==> src/verilog/disp_ctrl_pkg.sv <==
// constants for the display drive control and watchdog strap block
// assumes an avalon-mm byte-lane register slave on a 32-bit data bus
package disp_ctrl_pkg;
    // register byte addresses (word aligned except 0x2021, the enable and rate byte inside the 0x2020 word)
    localparam logic [15:0] boost_ctrl_addr = 16'h2020;
    localparam logic [15:0] enable_rate_addr = 16'h2021;
    localparam logic [15:0] enable_rate_word_addr = 16'h2024;
    localparam logic [15:0] status_addr = 16'h2028;
    // field positions
    localparam int boost_en_bit = 7;
    localparam int out_en_bit = 5;
    localparam int rate_lsb = 0;
    localparam int rate_msb = 1;
    // reset values
    localparam logic [7:0] boost_ctrl_reset = 8'h00;
    localparam logic [7:0] enable_rate_reset = 8'h00;
    // base divider of the converter clock
    localparam int base_div = 128;
    localparam int base_rate_hz = 38400;
    // power-of-two exponent for rate code 00; code n gives exponent 9-n
    localparam int rate_exp_max = 9;
    // boost drive half period in converter clocks
    localparam int boost_half_div = 8;
endpackage : disp_ctrl_pkg

==> src/verilog/disp_ctrl.sv <==
// display drive control: output gating, boost pump drive, rate divider,
// watchdog strap sense. assumes converter_clock and strap come from pins.
//
// Behaviour
// enable bit low forces bias rails, commons and segments to ground.
// boost enable bit switches the charge pump, read and write.
// rate code selects converter clock over 128 then 2^9..2^6.
// base rate nominally 38400 Hz before the power-of-two division.
// software normally sets rate code 01, about 150 Hz.
// watchdog held off while strap pin is at the supply level.
// programmer runs only while strap is tied high.
// boost enable produces an alternating waveform on the drive pin.
// software uses read-modify-write on the shared byte.
//
// Our own choice: the Avalon-MM slave port.
`timescale 1ns/1ps
module disp_ctrl
    import disp_ctrl_pkg::*;
#(
    parameter int num_com = 4,
    parameter int num_seg = 32
) (
    // clock and reset
    input wire logic sys_clk,
    input wire logic rst_n,
    // avalon-mm slave
    input wire logic [15:0] address,
    input wire logic read,
    input wire logic write,
    input wire logic [3:0] byteenable,
    input wire logic [31:0] writedata,
    output logic [31:0] readdata,
    output logic waitrequest,
    // pins from outside
    input wire logic converter_clock,
    input wire logic watchdog_strap_pin,
    // panel drive, from the display engine
    input wire logic [num_com-1:0] com_raw,
    input wire logic [num_seg-1:0] seg_raw,
    input wire logic [2:0] bias_raw,
    output logic [num_com-1:0] com_out,
    output logic [num_seg-1:0] seg_out,
    output logic bias_rail_top,
    output logic bias_rail_mid,
    output logic bias_rail_low,
    // pump, watchdog and display rate
    output logic boost_drive_pin,
    output logic watchdog_enable,
    output logic display_tick
);

    // register state
    // the boost byte holds only the pump enable of interest here;
    // the other bits are kept as plain storage so software reads back
    // what it wrote, which read-modify-write depends on
    logic [7:0] boost_ctrl_reg;
    // the enable and rate byte: output enable and the two rate bits,
    // the rest stored and read back unchanged
    logic [7:0] enable_rate_reg;

    // fields picked out of the two bytes
    logic display_output_enable;
    logic display_boost_enable;
    logic [1:0] display_rate_select;

    // bus handshake state
    // waitrequest comes from this flop so the port is registered;
    // it idles high and drops for exactly one cycle per access
    logic wait_reg;

    // address decode results
    logic hit_boost;
    logic hit_rate;
    logic hit_status;

    // read data before it is registered
    logic [31:0] read_next;

    // synchronisers for pins
    // the converter clock needs a third stage for edge detection;
    // only the second and third stages feed logic
    logic [2:0] cclk_sync;
    // the strap pin is a slow level; two stages are enough
    logic [1:0] strap_sync;

    // dividers
    // base divider: 128 converter clock rising edges per base tick
    logic [6:0] base_cnt;
    logic base_tick;
    // rate divider: counts base ticks up to the selected power of two
    logic [rate_exp_max-1:0] rate_cnt;
    logic [rate_exp_max-1:0] rate_mask;
    // pump drive: half period counter and current phase
    logic [3:0] boost_cnt;
    logic boost_phase;

    // converter clock rising edge seen in the sys_clk domain
    logic cclk_rise;

    // field extraction from the stored bytes
    assign display_output_enable = enable_rate_reg[out_en_bit];
    assign display_boost_enable = boost_ctrl_reg[boost_en_bit];
    assign display_rate_select = enable_rate_reg[rate_msb:rate_lsb];

    // address decode: 0x2020 word holds both bytes (lane 0 and lane 1)
    // the 0x2024 word is an aligned alias of the enable and rate byte
    assign hit_boost = (address == boost_ctrl_addr);
    assign hit_rate = (address == enable_rate_word_addr);
    assign hit_status = (address == status_addr);

    // one wait cycle per access, answer on the second cycle
    // the flop idles high, so a new request always waits one cycle
    // and the write lands at the edge where the master sees it low
    assign waitrequest = wait_reg;

    always_ff @(posedge sys_clk or negedge rst_n) begin
        if (!rst_n) begin
            wait_reg <= 1'b1;
        end else begin
            wait_reg <= ~((read | write) & wait_reg);
        end
    end

    // register writes, byte lanes honoured
    // lanes 2 and 3 carry nothing and are ignored
    always_ff @(posedge sys_clk or negedge rst_n) begin
        if (!rst_n) begin
            boost_ctrl_reg <= boost_ctrl_reset;
            enable_rate_reg <= enable_rate_reset;
        end else if (write && !wait_reg) begin
            if (hit_boost && byteenable[0]) begin
                boost_ctrl_reg <= writedata[7:0];
            end
            if (hit_boost && byteenable[1]) begin
                enable_rate_reg <= writedata[15:8];
            end
            if (hit_rate && byteenable[0]) begin
                enable_rate_reg <= writedata[7:0];
            end
        end
    end


    // read mux, unmapped reads as zero
    // the status word shows the watchdog state and the pump phase
    always_comb begin
        read_next = 32'h0000_0000;
        if (hit_boost) begin
            read_next = {16'h0000, enable_rate_reg, boost_ctrl_reg};
        end else if (hit_rate) begin
            read_next = {24'h00_0000, enable_rate_reg};
        end else if (hit_status) begin
            read_next = {30'h0000_0000, boost_phase, watchdog_enable};
        end
    end


    // read data registered in the waiting cycle, so it stands
    // unchanged at the edge where waitrequest is low
    always_ff @(posedge sys_clk or negedge rst_n) begin
        if (!rst_n) begin
            readdata <= 32'h0000_0000;
        end else if (read && wait_reg) begin
            readdata <= read_next;
        end
    end

    // pin synchronisers; first stage read only by the second
    // both pins are asynchronous to sys_clk; a metastable first
    // stage must never reach logic directly
    always_ff @(posedge sys_clk or negedge rst_n) begin
        if (!rst_n) begin
            cclk_sync <= 3'b000;
            strap_sync <= 2'b00;
        end else begin
            cclk_sync <= {cclk_sync[1:0], converter_clock};
            strap_sync <= {strap_sync[0], watchdog_strap_pin};
        end
    end


    // rising edge of the converter clock, from settled stages only
    assign cclk_rise = cclk_sync[1] & ~cclk_sync[2];

    // watchdog off while strap high
    // the strap is sensed as a level; latency is three clocks
    always_ff @(posedge sys_clk or negedge rst_n) begin
        if (!rst_n) begin
            watchdog_enable <= 1'b0;
        end else begin
            watchdog_enable <= ~strap_sync[1];
        end
    end


    // base divider: converter clock rising edges / 128
    // the converter clock must stay below half of sys_clk,
    // otherwise edges are lost and the display rate runs slow
    always_ff @(posedge sys_clk or negedge rst_n) begin
        if (!rst_n) begin
            base_cnt <= 7'h00;
            base_tick <= 1'b0;
        end else begin
            base_tick <= 1'b0;
            if (cclk_rise) begin
                base_cnt <= base_cnt + 7'h01;
                if (base_cnt == 7'(base_div - 1)) begin
                    base_tick <= 1'b1;
                end
            end
        end
    end


    // selectable 2^(9-code) division of the base rate
    // the mask keeps only the low bits that the selected rate uses;
    // after a code change the first period may be short, never stuck
    assign rate_mask = rate_exp_max'((1 << (rate_exp_max - 32'(display_rate_select))) - 1);

    // rate counter: one display tick per masked wrap
    always_ff @(posedge sys_clk or negedge rst_n) begin
        if (!rst_n) begin
            rate_cnt <= '0;
            display_tick <= 1'b0;
        end else begin
            display_tick <= 1'b0;
            if (base_tick) begin
                if ((rate_cnt & rate_mask) == rate_mask) begin
                    rate_cnt <= '0;
                    display_tick <= 1'b1;
                end else begin
                    rate_cnt <= rate_cnt + 1'b1;
                end
            end
        end
    end


    // boost pump drive: square wave from converter clock while enabled
    // clearing the enable parks the phase low, so the pump capacitor
    // is not left charged by a stuck drive level
    always_ff @(posedge sys_clk or negedge rst_n) begin
        if (!rst_n) begin
            boost_cnt <= 4'h0;
            boost_phase <= 1'b0;
        end else if (!display_boost_enable) begin
            boost_cnt <= 4'h0;
            boost_phase <= 1'b0;
        end else if (cclk_rise) begin
            if (boost_cnt == 4'(boost_half_div - 1)) begin
                boost_cnt <= 4'h0;
                boost_phase <= ~boost_phase;
            end else begin
                boost_cnt <= boost_cnt + 4'h1;
            end
        end
    end


    // drive pin registered, low whenever the pump is off
    always_ff @(posedge sys_clk or negedge rst_n) begin
        if (!rst_n) begin
            boost_drive_pin <= 1'b0;
        end else begin
            boost_drive_pin <= boost_phase & display_boost_enable;
        end
    end


    // output gating to ground while disabled
    // registered, so gating follows the enable bit one clock late;
    // all three rails and every common and segment line go low
    always_ff @(posedge sys_clk or negedge rst_n) begin
        if (!rst_n) begin
            com_out <= '0;
            seg_out <= '0;
            bias_rail_top <= 1'b0;
            bias_rail_mid <= 1'b0;
            bias_rail_low <= 1'b0;
        end else begin
            com_out <= display_output_enable ? com_raw : '0;
            seg_out <= display_output_enable ? seg_raw : '0;
            bias_rail_top <= display_output_enable & bias_raw[2];
            bias_rail_mid <= display_output_enable & bias_raw[1];
            bias_rail_low <= display_output_enable & bias_raw[0];
        end
    end
endmodule : disp_ctrl

==> config.mk <==
export PLATFORM = sky130hd
export DESIGN_NAME = disp_ctrl
export DESIGN_NICKNAME = d
export VERILOG_FILES = /design/src/verilog/disp_ctrl_pkg.sv /design/src/verilog/disp_ctrl.sv
export SDC_FILE = /design/constraint.sdc
export NUM_CORES = 1
export LEC_CHECK = 0
export BUFFER_PORTS_ARGS = -buffer_cell sky130_fd_sc_hd__buf_2
export CAP_MARGIN = 10
export CORE_MARGIN = 5
export CORE_UTILIZATION = 48
export CTS_CLUSTER_SIZE = 24
export DETAILED_ROUTE_END_ITERATION = 16
export HOLD_SLACK_MARGIN = 0.02
export PLACE_DENSITY_LB_ADDON = 0.12
export SLEW_MARGIN = 40
export SYNTH_ARGS = -nofsm -noshare
export SYNTH_HDL_FRONTEND = slang
export SYNTH_SLANG_ARGS = --single-unit
export TNS_END_PERCENT = 100
==> constraint.sdc <==
create_clock -name sys_clk -period 1.7 [get_ports sys_clk]
set_input_delay 0.085 -clock sys_clk [delete_from_list [all_inputs] [get_ports sys_clk]]
set_output_delay 0.085 -clock sys_clk [all_outputs]
set_load 0.01 [all_outputs]
==> run_results.csv <==
group,metric,value,unit
cells_and_area,mostFrequentLayoutCell,"buf_2",
cts,clk_pin_slew_worst_paths,100,ps
worst_setup_path,critPathBufInv,0,
worst_setup_path,rr_startpoint,"waitrequest",
timing,skew,9.56,ps
worst_setup_path,cp-startpoint,"waitrequest",
detailed_routing,ant_nets,0,
synthesis,synth_area_leaders,"dfrtp_1 61%, and2_1 6.7%, nand2_1 3.9%",
timing,max_freq,0.649,GHz
pwr,power_density,807,mW/mm2
status,status,"finished clean",
cts,cts_buffers,9,
cells_and_area,regMostFlops,"seg_out",
die,fp.dieH,103,um
detailed_routing,routed_wirelength,9.90,mm
cts,cts_buffer_depth,2,
cts,cts_tree,"done",
global_route,grt_pass1_wl,16.1,mm
synthesis,synth_area_leader_cell,"dfrtp_1",
worst_setup_path,critPathKind,"reg -> reg",
placed_design,gp_congestion,0.749,
cells_and_area,most-common-layout-cells,"136 x buf_2, 101 x dfrtp_1, 52 x dlygate4sd3_1, 44 x and2_1, 43 x nand2_1",
timing,rsz0062_at_grt,"false",
worst_setup_path,crit_path_cell_trace,"nor2b_1, nand3_1, o22ai_1, a2bb2oi_1",
die,core,0.00830,mm2
worst_setup_path,path_depth,4,
global_route,grt_usage,0.199,
pwr,p_leak,2.97,nW
synthesis,synth.avg_cell_area,12.0,um2
cells_and_area,nFillCells,645,
min_path,min_path_type,"in -> reg",
cts,clk_latency,360,ps
die,ios,172,
detailed_routing,dr.pass1.iters,4,
timing,finalSetupTns,0,ps
worst_setup_path,required,1950,ps
synthesis,syn_area,0.00414,mm2
cells_and_area,drive_above_1_share,0.322,
timing,setup_viol,0,
worst_setup_path,timing.rr.end,"enable_rate_reg[5]",
timing,max_slew.worst_pin.slew,532,ps
cells_and_area,area_growth,37.0,%
die,die_w,103,um
worst_setup_path,critPathMaxStageDelay,390,ps
timing,fin_crit,1540,ps
timing,slew_headroom,0.645,
synthesis,yosysTopAreaCellShare,0.611,
placed_design,dp_hpwl,6.54,mm
worst_setup_path,r2r_slack,160,ps
worst_setup_path,slowest_stage,"dfstp_2",
detailed_routing,drc,0,
detailed_routing,wl_per_cell,15.2,um
worst_setup_path,startpoint_type,"flip-flop",
cts,clk_root_buffer_cell,"clkbuf_8",
global_route,antenna_found_initial,0,
timing,slew_violations,0,
cells_and_area,diodes,0,
worst_setup_path,crit_path_max_fanout,8,
worst_setup_path,reg2reg_depth,4,
worst_setup_path,critPathCapture,"enable_rate_reg[5]",
die,start_util,0.498,
pwr,vdd_drop_max,508,uV
synthesis,seq_area_frac_synth,0.617,
worst_setup_path,endpoint_kind,"flip-flop",
cells_and_area,fin_nets,642,
synthesis,synth_cell_types,42,
global_route,grt-ovfl-total,0,
global_route,grt_max_degree,103,
detailed_routing,viasPerCell,4.87,
detailed_routing,vias,3174,
die,rows,33,
cells_and_area,largest_reg_flops,32,
synthesis,syn_inst,345,
min_path,hold_start,"writedata[11]",
detailed_routing,drt_iter0_drc,67,
cells_and_area,top_regs,"seg_out (32), readdata (16), rate_cnt (9)",
worst_setup_path,arrival,1790,ps
global_route,grt_pass1_vias,3348,
cts,cts.sinks,102,
timing,period_share,0.906,
worst_setup_path,crit_family,"simple AND/OR/NAND/NOR gates",
synthesis,yosys_warnings,0,
timing,hold_viol,0,
placed_design,portBuffers,137,
cts,htree_levels,3,
synthesis,ys_ff_latch,102,
die,dieArea,0.0106,mm2
job,cap_violations,0,
timing,hold_ws,39.9,ps
==> cells in the mapped netlist (all sizes together) <==
master,number
a21boi,3
a21o,1
a21oi,2
a22o,1
a2bb2oi,8
and2,44
and4,3
buf,21
clkbuf,7
conb,1
dfrtp,101
dfstp,1
ha,3
inv,2
mux2,8
mux2i,10
nand2,43
nand2b,2
nand3,4
nand4,6
nand4b,1
nor2,12
nor2b,3
nor3,2
nor4,2
nor4b,4
o211ai,1
o21a,1
o21ai,21
o22ai,8
o31ai,2
or2,1
or3,3
xnor2,9
xor2,4
==> what timing repair did <==
item / CTS / global route
gates resized for setup: 0 / 0
hold buffers: 52 / 0
setup buffers: 0 / 0
hold endpoints to repair: 154 / 0
==> per-stage QoR <==
stage / util / instances / setup slack, ps / cell area (um2) / power (mW)
finish: 0.683 / 652 / 159 / 5670 / 4.57
detailed placement: 0.594 / 584 / 94.2 / 4930 / 2.92
global route: 0.683 / 652 / 27.4 / 5670 / 4.78
CTS: 0.683 / 652 / 167 / 5670 / 4.62
floorplan: - / 360 / 236 / 4190 / 2.75
global placement: 0.594 / 584 / 121 / 4930 / 2.91
==> layer usage <==
metal / up-vias / share of wire / wire length (um) / global-route usage
met5: - / 0 / 0 / 0
met4: 0 / 0.0099 / 98 / 0.0458
met3: 8 / 0.10 / 1040 / 0.0886
met2: 106 / 0.48 / 4770 / 0.324
met1: 1533 / 0.40 / 4000 / 0.246
li1: 1527 / - / - / -
==> worst reg2reg max path: stages, from the launching register on <==
cell and delay, ps:
dfstp_2 390, nor2b_1 260, nand3_1 370, o22ai_1 320, a2bb2oi_1 100
==> layout make-up <==
type                       count  area [um2]  share of cell area
clock buffer                  10         138              0.0243
inverter                       2        7.51             0.00133
clock inverter                 6        76.3              0.0135
multi-input combinational    228        1450               0.256
timing repair buffer         199        1310               0.231
sequential                   102        2550               0.451
tap                          105         131              0.0232
==> worst min-delay path by stage <==
stage,to,slack [ps],depth (start not counted)
floorplan,base_cnt[0],-210,0
global placement,base_cnt[5],190,2
detailed placement,base_cnt[5],190,2
CTS,enable_rate_reg[3],20,3
global route,enable_rate_reg[2],30,3
finish,enable_rate_reg[3],40,3
==> logic make-up after synthesis <==
group | synth area share
xor+xnor | 0.0275
flops | 0.617
other cells | 0.000907
buf+inv | 0.0457
mux | 0.0460
compound gates | 0.0808
fa+ha+maj | 0.00908
simple gates | 0.173
==> report_power, final <==
group / total, mW / leakage (nW) / internal, mW / switching (mW)
combinational: 0.417 / 1.47 / 0.223 / 0.194
clock: 1.61 / 0.103 / 0.744 / 0.861
sequential: 2.55 / 1.40 / 2.49 / 0.0581
total: 4.57 / 2.97 / 3.46 / 1.11
(Power assumes the default switching activity.)
